## src/logic/dtd_pkg.sv

```systemverilog
// Constants and types shared by the differential trip decision block
package dtd_pkg;

	// Processing clock and qualification time
	localparam int CLK_FREQ_HZ = 40_000_000;
	localparam int T_QUAL_US   = 3000;
	localparam int QUAL_CYCLES = (T_QUAL_US * (CLK_FREQ_HZ / 1_000_000) + 0);

	// Widths
	localparam int NPH    = 3;
	localparam int MAG_W  = 16;
	localparam int PCT_W  = 8;
	localparam int ANG_W  = 8;
	localparam int ADDR_W = 4;
	localparam int DATA_W = 32;

	// Magnitudes are in percent of nominal current
	localparam logic [MAG_W-1:0] BIAS_SET_PCT = 16'h007D;
	localparam logic [MAG_W-1:0] BIAS_REL_PCT = 16'h0050;

	// Adaptive characteristic slopes, percent of bias current
	localparam logic [PCT_W-1:0] ADAPT_SLOPE1 = 8'h32;
	localparam logic [PCT_W-1:0] ADAPT_SLOPE2 = 8'hC8;

	// Least phase angle difference marking an external fault, degrees
	localparam logic [ANG_W-1:0] EXT_ANGLE_DEG = 8'h4B;

	// Setting reset values
	localparam logic [PCT_W-1:0] BASE_SENS_RST = 8'h14;
	localparam logic [PCT_W-1:0] SLOPE1_RST    = 8'h14;
	localparam logic [PCT_W-1:0] SLOPE2_RST    = 8'hC8;

	// Register byte offsets
	localparam logic [ADDR_W-1:0] REG_CFG    = 4'h0;
	localparam logic [ADDR_W-1:0] REG_STATUS = 4'h4;

	// Configuration fields
	localparam int CFG_BASE_LSB   = 0;
	localparam int CFG_SLOPE1_LSB = 8;
	localparam int CFG_SLOPE2_LSB = 16;
	localparam int CFG_BYTES      = 3;

	// Status fields
	localparam int ST_RSTART_LSB = 0;
	localparam int ST_RANY       = 3;
	localparam int ST_USTART_LSB = 4;
	localparam int ST_UANY       = 7;
	localparam int ST_INRUSH     = 8;
	localparam int ST_FIFTH      = 9;
	localparam int ST_ADAPT      = 10;
	localparam int ST_H2EN       = 11;
	localparam int ST_BLOCK      = 12;
	localparam int ST_W          = 13;

	typedef enum logic [0:0] {
		ADAPT_IDLE   = 1'b0,
		ADAPT_ACTIVE = 1'b1
	} dtd_adapt_t;

endpackage

```

## src/logic/dtd_decision.sv

```systemverilog
// Differential protection trip decision with external fault stabilisation
`timescale 1ns/10ps
module dtd_decision #(
	parameter int QUAL_CYCLES = dtd_pkg::QUAL_CYCLES
) (
	input  wire logic                          clk_i,
	input  wire logic                          rst_i,
	input  wire logic                          ce_i,
	input  wire logic                          user_block_in_i,
	input  wire logic [dtd_pkg::NPH-1:0]       char_start_i,
	input  wire logic [dtd_pkg::NPH-1:0]       char_unr_start_i,
	input  wire logic [dtd_pkg::NPH-1:0]       harm2_restraint_i,
	input  wire logic [dtd_pkg::NPH-1:0]       harm5_restraint_i,
	input  wire logic [dtd_pkg::MAG_W-1:0]     bias_ph1_i,
	input  wire logic [dtd_pkg::MAG_W-1:0]     bias_ph2_i,
	input  wire logic [dtd_pkg::MAG_W-1:0]     bias_ph3_i,
	input  wire logic [dtd_pkg::MAG_W-1:0]     diff_ph1_i,
	input  wire logic [dtd_pkg::MAG_W-1:0]     diff_ph2_i,
	input  wire logic [dtd_pkg::MAG_W-1:0]     diff_ph3_i,
	input  wire logic [dtd_pkg::ANG_W-1:0]     angle_diff_i,
	input  wire logic [dtd_pkg::ADDR_W-1:0]    avs_address_i,
	input  wire logic                          avs_read_i,
	input  wire logic                          avs_write_i,
	input  wire logic [dtd_pkg::DATA_W-1:0]    avs_writedata_i,
	input  wire logic [3:0]                    avs_byteenable_i,
	output logic      [dtd_pkg::DATA_W-1:0]    avs_readdata_o,
	output logic                               avs_waitrequest_o,
	output logic                               restrained_start_ph1_o,
	output logic                               restrained_start_ph2_o,
	output logic                               restrained_start_ph3_o,
	output logic                               restrained_start_any_o,
	output logic                               unrestrained_start_ph1_o,
	output logic                               unrestrained_start_ph2_o,
	output logic                               unrestrained_start_ph3_o,
	output logic                               unrestrained_start_any_o,
	output logic                               inrush_restraint_o,
	output logic                               fifth_harmonic_restraint_o,
	output logic                               harm2_enable_o,
	output logic                               adaptive_active_o,
	output logic      [dtd_pkg::PCT_W-1:0]     slope1_sel_o,
	output logic      [dtd_pkg::PCT_W-1:0]     slope2_sel_o
);
	localparam int NPH = dtd_pkg::NPH;

	if (QUAL_CYCLES < 1) begin : g_bad_qual
		$error("dtd_decision: QUAL_CYCLES must be at least 1");
	end

	// Register file
	logic [dtd_pkg::CFG_BYTES*8-1:0] cfg;
	logic [dtd_pkg::ST_W-1:0]        status;
	wire  [dtd_pkg::PCT_W-1:0]       base_sens;
	wire  [dtd_pkg::PCT_W-1:0]       set_slope1;
	wire  [dtd_pkg::PCT_W-1:0]       set_slope2;

	dtd_avmm_regs u_regs (
		.clk_i         (clk_i),
		.rst_i         (rst_i),
		.ce_i          (ce_i),
		.address_i     (avs_address_i),
		.read_i        (avs_read_i),
		.write_i       (avs_write_i),
		.writedata_i   (avs_writedata_i),
		.byteenable_i  (avs_byteenable_i),
		.readdata_o    (avs_readdata_o),
		.waitrequest_o (avs_waitrequest_o),
		.status_i      (status),
		.cfg_o         (cfg)
	);

	assign base_sens  = cfg[dtd_pkg::CFG_BASE_LSB   +: dtd_pkg::PCT_W];
	assign set_slope1 = cfg[dtd_pkg::CFG_SLOPE1_LSB +: dtd_pkg::PCT_W];
	assign set_slope2 = cfg[dtd_pkg::CFG_SLOPE2_LSB +: dtd_pkg::PCT_W];

	// Adaptive characteristic qualification
	wire [dtd_pkg::MAG_W-1:0] bias [NPH];
	wire [dtd_pkg::MAG_W-1:0] diff [NPH];
	wire [NPH-1:0]            qual_cond;
	wire [NPH-1:0]            qual_done;
	wire [NPH-1:0]            bias_low;
	wire                      adapt_set;
	wire                      adapt_release;

	assign bias[0] = bias_ph1_i;
	assign bias[1] = bias_ph2_i;
	assign bias[2] = bias_ph3_i;
	assign diff[0] = diff_ph1_i;
	assign diff[1] = diff_ph2_i;
	assign diff[2] = diff_ph3_i;

	for (genvar p = 0; p < NPH; p++) begin : g_phase
		// Saturation shows as high bias while differential current is still below base sensitivity
		assign qual_cond[p] = (bias[p] > dtd_pkg::BIAS_SET_PCT) &&
		                      (diff[p] < {8'h00, base_sens});
		assign bias_low[p]  = bias[p] < dtd_pkg::BIAS_REL_PCT;

		dtd_qual_timer #(
			.CYCLES (QUAL_CYCLES)
		) u_timer (
			.clk_i  (clk_i),
			.rst_i  (rst_i),
			.ce_i   (ce_i),
			.cond_i (qual_cond[p]),
			.done_o (qual_done[p])
		);
	end

	assign adapt_set     = |qual_done;
	// Release needs every phase low, so one hot phase keeps it held
	assign adapt_release = &bias_low;

	dtd_pkg::dtd_adapt_t adapt_q;
	dtd_pkg::dtd_adapt_t adapt_d;

	always_comb begin
		adapt_d = adapt_q;
		case (adapt_q)
			dtd_pkg::ADAPT_IDLE: begin
				if (adapt_set) begin
					adapt_d = dtd_pkg::ADAPT_ACTIVE;
				end
			end
			dtd_pkg::ADAPT_ACTIVE: begin
				if (adapt_release && !adapt_set) begin
					adapt_d = dtd_pkg::ADAPT_IDLE;
				end
			end
			default: begin
				adapt_d = dtd_pkg::ADAPT_IDLE;
			end
		endcase
	end

	// Decision logic
	wire                       blk;
	wire                       adapt_next;
	wire                       h2_en;
	wire [NPH-1:0]             rstart_d;
	wire [NPH-1:0]             ustart_d;
	wire [NPH-1:0]             h2_active;
	wire [dtd_pkg::PCT_W-1:0]  slope1_d;
	wire [dtd_pkg::PCT_W-1:0]  slope2_d;

	assign blk        = user_block_in_i;
	assign adapt_next = (adapt_d == dtd_pkg::ADAPT_ACTIVE);
	assign h2_en      = angle_diff_i >= dtd_pkg::EXT_ANGLE_DEG;
	assign h2_active  = harm2_restraint_i & {NPH{h2_en}};
	assign rstart_d   = blk ? '0 : char_start_i;
	assign ustart_d   = blk ? '0 : char_unr_start_i;
	assign slope1_d   = adapt_next ? dtd_pkg::ADAPT_SLOPE1 : set_slope1;
	assign slope2_d   = adapt_next ? dtd_pkg::ADAPT_SLOPE2 : set_slope2;

	logic [NPH-1:0]            rstart_q;
	logic [NPH-1:0]            ustart_q;
	logic                      rany_q;
	logic                      uany_q;
	logic                      inrush_q;
	logic                      fifth_q;
	logic                      h2en_q;
	logic [dtd_pkg::PCT_W-1:0] slope1_q;
	logic [dtd_pkg::PCT_W-1:0] slope2_q;

	always_ff @(posedge clk_i) begin
		if (rst_i) begin
			adapt_q  <= dtd_pkg::ADAPT_IDLE;
			rstart_q <= '0;
			ustart_q <= '0;
			rany_q   <= 1'b0;
			uany_q   <= 1'b0;
			inrush_q <= 1'b0;
			fifth_q  <= 1'b0;
			h2en_q   <= 1'b0;
			slope1_q <= dtd_pkg::SLOPE1_RST;
			slope2_q <= dtd_pkg::SLOPE2_RST;
		end else if (ce_i) begin
			adapt_q  <= adapt_d;
			rstart_q <= rstart_d;
			ustart_q <= ustart_d;
			rany_q   <= |rstart_d;
			uany_q   <= |ustart_d;
			inrush_q <= !blk && (|h2_active);
			fifth_q  <= !blk && (|harm5_restraint_i);
			h2en_q   <= h2_en;
			slope1_q <= slope1_d;
			slope2_q <= slope2_d;
		end
	end

	assign restrained_start_ph1_o     = rstart_q[0];
	assign restrained_start_ph2_o     = rstart_q[1];
	assign restrained_start_ph3_o     = rstart_q[2];
	assign restrained_start_any_o     = rany_q;
	assign unrestrained_start_ph1_o   = ustart_q[0];
	assign unrestrained_start_ph2_o   = ustart_q[1];
	assign unrestrained_start_ph3_o   = ustart_q[2];
	assign unrestrained_start_any_o   = uany_q;
	assign inrush_restraint_o         = inrush_q;
	assign fifth_harmonic_restraint_o = fifth_q;
	assign harm2_enable_o             = h2en_q;
	assign adaptive_active_o          = (adapt_q == dtd_pkg::ADAPT_ACTIVE);
	assign slope1_sel_o               = slope1_q;
	assign slope2_sel_o               = slope2_q;

	// While blocked, status still shows the block, harm2 enable and adaptive bits; start and restraint bits read zero
	assign status = {blk, h2en_q, adaptive_active_o, fifth_q, inrush_q,
	                 uany_q, ustart_q, rany_q, rstart_q};

	a_block_quiet: assert property (
		@(posedge clk_i) disable iff (rst_i)
		ce_i && user_block_in_i |=> !rany_q && !uany_q && rstart_q == '0 && ustart_q == '0
		&& !inrush_q && !fifth_q)
		else $error("decision output active while blocked");

	a_phase_start: assert property (
		@(posedge clk_i) disable iff (rst_i)
		ce_i && !user_block_in_i |=> rstart_q == $past(char_start_i))
		else $error("phase restrained start does not follow characteristic");

	a_any_start: assert property (
		@(posedge clk_i) disable iff (rst_i) rany_q == (|rstart_q))
		else $error("general restrained start mismatch");

	a_unr_phase: assert property (
		@(posedge clk_i) disable iff (rst_i)
		ce_i && !user_block_in_i |=> ustart_q == $past(char_unr_start_i))
		else $error("phase unrestrained start does not follow high setting");

	a_unr_any: assert property (
		@(posedge clk_i) disable iff (rst_i) uany_q == (|ustart_q))
		else $error("general unrestrained start mismatch");

	a_inrush_sum: assert property (
		@(posedge clk_i) disable iff (rst_i)
		ce_i && !user_block_in_i && h2_en && (|harm2_restraint_i) |=> inrush_q)
		else $error("inrush summary missing");

	a_fifth_sum: assert property (
		@(posedge clk_i) disable iff (rst_i)
		ce_i && !user_block_in_i |=> fifth_q == (|$past(harm5_restraint_i)))
		else $error("fifth harmonic summary mismatch");

	a_adapt_slopes: assert property (
		@(posedge clk_i) disable iff (rst_i)
		ce_i && adapt_next |=> slope1_q == dtd_pkg::ADAPT_SLOPE1
		&& slope2_q == dtd_pkg::ADAPT_SLOPE2)
		else $error("adaptive slopes not selected");

	a_adapt_entry: assert property (
		@(posedge clk_i) disable iff (rst_i)
		$rose(adaptive_active_o) |-> $past(adapt_set) && $past(ce_i))
		else $error("adaptive entered without qualified external fault");

	a_adapt_hold: assert property (
		@(posedge clk_i) disable iff (rst_i)
		$fell(adaptive_active_o) |-> $past(adapt_release))
		else $error("adaptive released while bias still high");

	a_adapt_set: assert property (
		@(posedge clk_i) disable iff (rst_i)
		ce_i && adapt_set |=> adaptive_active_o)
		else $error("qualified condition did not set adaptive");

	a_harm2_gate: assert property (
		@(posedge clk_i) disable iff (rst_i)
		ce_i && (angle_diff_i < dtd_pkg::EXT_ANGLE_DEG) |=> !inrush_q && !h2en_q)
		else $error("second harmonic restraint without angle condition");

	a_inrush_exact: assert property (
		@(posedge clk_i) disable iff (rst_i)
		ce_i |=> inrush_q == (!$past(user_block_in_i) && $past(h2_en)
		&& (|$past(harm2_restraint_i))))
		else $error("inrush summary does not match gated restraints");

	a_h2en_follow: assert property (
		@(posedge clk_i) disable iff (rst_i)
		ce_i |=> h2en_q == ($past(angle_diff_i) >= dtd_pkg::EXT_ANGLE_DEG))
		else $error("second harmonic enable does not follow angle");

	a_set_slopes: assert property (
		@(posedge clk_i) disable iff (rst_i)
		ce_i && !adapt_next |=> slope1_q == $past(set_slope1) && slope2_q == $past(set_slope2))
		else $error("set slopes not used outside adaptive mode");

	a_adapt_release: assert property (
		@(posedge clk_i) disable iff (rst_i)
		ce_i && adaptive_active_o && adapt_release && !adapt_set |=> !adaptive_active_o)
		else $error("adaptive held after every bias fell low");

	a_no_early_set: assert property (
		@(posedge clk_i) disable iff (rst_i)
		ce_i && !adaptive_active_o && !adapt_set |=> !adaptive_active_o)
		else $error("adaptive set before qualification expired");

endmodule

```

## src/logic/dtd_qual_timer.sv

```systemverilog
// Restartable qualification timer for one phase
`timescale 1ns/10ps
module dtd_qual_timer #(
	parameter int CYCLES = 120000
) (
	input  wire logic clk_i,
	input  wire logic rst_i,
	input  wire logic ce_i,
	input  wire logic cond_i,
	output logic      done_o
);
	localparam int CW = $clog2(CYCLES + 1);
	localparam logic [CW-1:0] LAST = CW'(CYCLES);

	if (CYCLES < 1) begin : g_bad_cycles
		$error("dtd_qual_timer: CYCLES must be at least 1");
	end

	logic [CW-1:0] cnt_q;
	logic [CW-1:0] cnt_d;

	// Any gap in the condition restarts the count from zero
	assign cnt_d  = !cond_i ? '0 : ((cnt_q == LAST) ? cnt_q : cnt_q + 1'b1);
	assign done_o = cond_i && (cnt_q == LAST);

	always_ff @(posedge clk_i) begin
		if (rst_i) begin
			cnt_q <= '0;
		end else if (ce_i) begin
			cnt_q <= cnt_d;
		end
	end

	a_timer_restart: assert property (
		@(posedge clk_i) disable iff (rst_i) ce_i && !cond_i |=> cnt_q == '0)
		else $error("qualification timer did not restart");

endmodule

```

## src/logic/dtd_avmm_regs.sv

```systemverilog
// Avalon-MM slave holding the settings and the status view
`timescale 1ns/10ps
module dtd_avmm_regs (
	input  wire logic                              clk_i,
	input  wire logic                              rst_i,
	input  wire logic                              ce_i,
	input  wire logic [dtd_pkg::ADDR_W-1:0]        address_i,
	input  wire logic                              read_i,
	input  wire logic                              write_i,
	input  wire logic [dtd_pkg::DATA_W-1:0]        writedata_i,
	input  wire logic [3:0]                        byteenable_i,
	output logic      [dtd_pkg::DATA_W-1:0]        readdata_o,
	output logic                                   waitrequest_o,
	input  wire logic [dtd_pkg::ST_W-1:0]          status_i,
	output logic      [dtd_pkg::CFG_BYTES*8-1:0]   cfg_o
);
	logic                                 wait_q;
	logic                                 wait_d;
	logic [dtd_pkg::DATA_W-1:0]           rdata_q;
	logic [dtd_pkg::CFG_BYTES*8-1:0]      cfg_q;
	wire                                  req;
	wire                                  first;
	wire                                  ack_wr;
	wire                                  hit_cfg;
	wire                                  hit_st;
	wire  [dtd_pkg::DATA_W-1:0]           rd_mux;
	localparam logic [dtd_pkg::CFG_BYTES*8-1:0] CFG_RST = {
		dtd_pkg::SLOPE2_RST, dtd_pkg::SLOPE1_RST, dtd_pkg::BASE_SENS_RST};

	// Every request waits exactly one cycle, then completes
	assign req     = read_i || write_i;
	assign first   = req && wait_q;
	assign wait_d  = !first;
	assign ack_wr  = write_i && !wait_q;
	assign hit_cfg = (address_i == dtd_pkg::REG_CFG);
	assign hit_st  = (address_i == dtd_pkg::REG_STATUS);
	assign rd_mux  = hit_cfg ? {8'h00, cfg_q} :
	                 hit_st  ? {{(dtd_pkg::DATA_W-dtd_pkg::ST_W){1'b0}}, status_i} : 32'h00000000;

	always_ff @(posedge clk_i) begin
		if (rst_i) begin
			wait_q  <= 1'b1;
			rdata_q <= 32'h00000000;
		end else if (ce_i) begin
			wait_q <= wait_d;
			if (first && read_i) begin
				rdata_q <= rd_mux;
			end
		end
	end

	for (genvar b = 0; b < dtd_pkg::CFG_BYTES; b++) begin : g_lane
		always_ff @(posedge clk_i) begin
			if (rst_i) begin
				cfg_q[b*8 +: 8] <= CFG_RST[b*8 +: 8];
			end else if (ce_i && ack_wr && hit_cfg && byteenable_i[b]) begin
				cfg_q[b*8 +: 8] <= writedata_i[b*8 +: 8];
			end
		end
	end

	assign readdata_o    = rdata_q;
	assign waitrequest_o = wait_q;
	assign cfg_o         = cfg_q;

endmodule

```

## config.mk

```make
export PLATFORM = sky130hd
export DESIGN_NAME = dtd_decision
export DESIGN_NICKNAME = d
export VERILOG_FILES = /design/src/logic/dtd_pkg.sv /design/src/logic/dtd_decision.sv /design/src/logic/dtd_qual_timer.sv /design/src/logic/dtd_avmm_regs.sv
export SDC_FILE = /design/constraint.sdc
export NUM_CORES = 1
export LEC_CHECK = 0
export BUFFER_PORTS_ARGS = -buffer_cell sky130_fd_sc_hd__buf_2
export CAP_MARGIN = 25
export CORE_ASPECT_RATIO = 1.25
export CORE_MARGIN = 3
export CORE_UTILIZATION = 45
export CTS_CLUSTER_SIZE = 40
export DETAILED_ROUTE_END_ITERATION = 10
export GPL_ROUTABILITY_DRIVEN = 0
export GPL_TIMING_DRIVEN = 1
export PLACE_DENSITY = 0.8
export SLEW_MARGIN = 20
export SYNTH_ARGS = -nofsm -noshare
export SYNTH_HDL_FRONTEND = slang
export SYNTH_SLANG_ARGS = --single-unit
```

## constraint.sdc

```tcl
create_clock -name clk_i -period 4.2 [get_ports clk_i]
set_input_delay 0.63 -clock clk_i [delete_from_list [all_inputs] [get_ports clk_i]]
set_output_delay 0.63 -clock clk_i [all_outputs]
set_load 0.02 [all_outputs]
```

==> metrics.csv <==
metric,value,unit
status,finished clean,
clkLatencyLatePin,420,ps
whs,450.2,ps
synth_seq_cells,128,
ant_nets,0,
synth.cell_area,6173,um2
cp-end-kind,flop,
synthMuxAreaShare,0,
drive_above_1_share,0.2725,
start_kind,flop,
dp_hpwl,12.79,mm
grt_pass1_vias,5967,
grt_pass1_wl,27.62,mm
drc_errors,0,
tightest_slew,989.3,ps
cts_root_buf,clkbuf_16,
cts.clk_slew.worst_paths,70,ps
dr.first_iter.drc_count,235,
reg2reg_depth,8,
hold_path.class,flop to flop,
grt_max_degree,59,
synth-edff-count,0,
stdcell_area,7871,um2
power.density,362.2,nW/um2
final_common_cell,buf_2,
n_antenna_cell,0,
clock_path_buffers,2,
numPortBuffers,202,
vias_per_cell,5.446,
hold_viol,0,
rsz0062_at_grt,no,
syn2layout_area_growth,27.50,%
wirelength,16.92,mm
drtPass1Iterations,5,
ys_seq_area_frac,0.4151,
synthFlopType,dfxtp_1,
cts_buffers,17,
fill_cells,1189,
slew_headroom,0.3400,
finalSetupViolations,0,
clock-skew-final,12.86,ps
antenna_found_initial,0,
critPathSlowestCell,or3_2,
final_cell_mix,"202 x buf_2, 128 x dfxtp_1, 85 x nor2_1",
worstPathCellList,inv_1 > ha_1 > and2_4 > and4_4 > or3_2 > nor4_1 > nor3_4 > a32o_1,
die_w,110.8,um
num-nets-final,1119,
max_freq,0.3609,GHz
leakage,3.222,nW
yosysUniqueCellTypes,64,
post_cts_buffers,0,
die_height,137.0,um
power.total,2.851,mW
dieArea,15170,um2
synthSimpleGateAreaFrac,0.2783,
cp_slowest_stage_delay,520,ps
grt_overflow_total,0,
drt-wirelength-per-cell,15.19,um
num_rows,47,
period_needed,2771,ps
path_class,flop to flop,
yosysWarnings,0,
slew_viol_final,0,
initial_utilization,0.4625,
cts_hold_buffers,0,
critPathRequiredTime,4510,ps
grtUsageTotal,0.2218,
design.core.area,13350,um2
synth_xor_area_frac,0.05817,
hold_depth,2,
synth_top_family_by_area,simple AND/OR/NAND/NOR gates,
async_flop_share,0,
drv_cap,0,
synth_compound_area_frac,0.1469,
cts.sinks,128,
avgSynthCellArea,8.411,um2
synth_fa_ha_area_frac,0.05472,
peakVddDrop,274.9,uV
path_max_fanout,17,
cts_tree,built,
vias,6067,
place_area,7300,um2
cp_data_arrival_time,3080,ps
cts-resized-gates,0,
cts_max_level,4,
io_pins,223,
fin_crit_sh,0.6597,
netlist_instances,734,
fin_tns_setup,0,ps
## path summary, 6_finish.rpt
check / start / to / slack (ps)
setup / recovery: u_regs.cfg_o[7]$_SDFFE_PP0P_ / slope1_sel_o[0]$_SDFFE_PP0P_ / 1430
hold / removal: u_regs.readdata_o[20]$_SDFFE_PP0P_ / u_regs.readdata_o[20]$_SDFFE_PP0P_ / 450
setup reg to reg: u_regs.cfg_o[7]$_SDFFE_PP0P_ / slope1_sel_o[0]$_SDFFE_PP0P_ / 1430
hold reg to reg: u_regs.readdata_o[20]$_SDFFE_PP0P_ / u_regs.readdata_o[20]$_SDFFE_PP0P_ / 450
## synthesized netlist by cell type (3+ instances only)
cell      count  area [um2]
dfxtp_1     128        2562
nor2_1       85       319.1
nand2_1      79       296.5
a21oi_1      59       295.3
nand3_1      54       270.3
xor2_1       29       254.0
ha_1         27       337.8
clkbuf_1     25       93.84
nor3_1       23       115.1
nand4_1      21       131.4
a22oi_1      19       142.6
inv_1        18       67.56
nor4_1       12       75.07
o21ai_0      12       60.06
xnor2_1      12       105.1
and3_1       11       68.82
a32o_1        9       90.09
nand3b_1      9       67.56
nor2b_1       9       56.30
a31oi_1       8       50.05
and4_1        8       70.07
buf_4         8       60.06
a211oi_1      4       30.03
a21o_1        4       30.03
o211ai_1      4       30.03
o21bai_1      4       30.03
a21boi_0      3       22.52
and2_1        3       18.77
buf_6         3       33.78
nand2b_1      3       18.77
or3_1         3       18.77
## power breakdown
| group | internal (mW) | total, mW | switching, mW |
|---|---|---|---|
| logic | 0.0933 | 0.219 | 0.125 |
| registers | 1.22 | 1.23 | 0.00856 |
| clock network | 0.784 | 1.40 | 0.617 |
| total | 2.10 | 2.85 | 0.751 |
## worst max-delay path: cells and delay by family (launching register included)
| family | cells | cell delay [ps] |
|---|---|---|
| buf+inv | 1 | 120 |
| flops | 1 | 380 |
| fa+ha+maj | 1 | 330 |
| compound gates | 1 | 280 |
| simple gates | 5 | 1550 |
## routing by layer
metal | routed length (um) | global-route usage | share of wire | vias up
met3 | 1008 | 0.05882 | 0.060 | 40
li1 | - | - | - | 3007
met4 | 420 | 0.09651 | 0.025 | 0
met5 | 0 | 0 | 0 | -
met1 | 6896 | 0.2492 | 0.41 | 2826
met2 | 8599 | 0.3968 | 0.51 | 194
## cell type report
class	instances	area, um2	area share
Inverter	19	71.32	0.009061
Sequential cell	128	2562	0.3255
Timing Repair Buffer	210	1084	0.1377
Multi-Input combinational cell	554	3376	0.4289
Clock inverter	15	138.9	0.01764
Tap cell	171	214.0	0.02718
Clock buffer	17	425.4	0.05405
## registers in the layout (all words and copies together), names as in the netlist, 3 cells and up
name	count
ustart_q	3
slope2_sel_o	8
u_regs.readdata_o	24
g_phase.u_timer.cnt_q	51
slope1_sel_o	8
rstart_q	3
u_regs.cfg_o	24
## cells by family (layout without fill, tap and decap cells)
| group | after synthesis | in the layout |
|---|---|---|
| and+or+nand+nor | 341 | 341 |
| AOI/OAI and AO/OA | 137 | 137 |
| DFF | 128 | 128 |
| buffers and inverters | 59 | 261 |
| xor gates and xnor gates | 41 | 41 |
| adders and majority gates | 27 | 27 |
| other | 1 | 8 |
## per-stage QoR
stage / worst slack (ps) / util / std cells
floorplan: 1606 / - / 741
global placement: 945.8 / 0.5463 / 1081
detailed placement: 1154 / 0.5468 / 1081
CTS: 1418 / 0.5891 / 1113
global route: 1264 / 0.5897 / 1114
finish: 1429 / 0.5897 / 1114
Power figures use the tool's default switching activity.
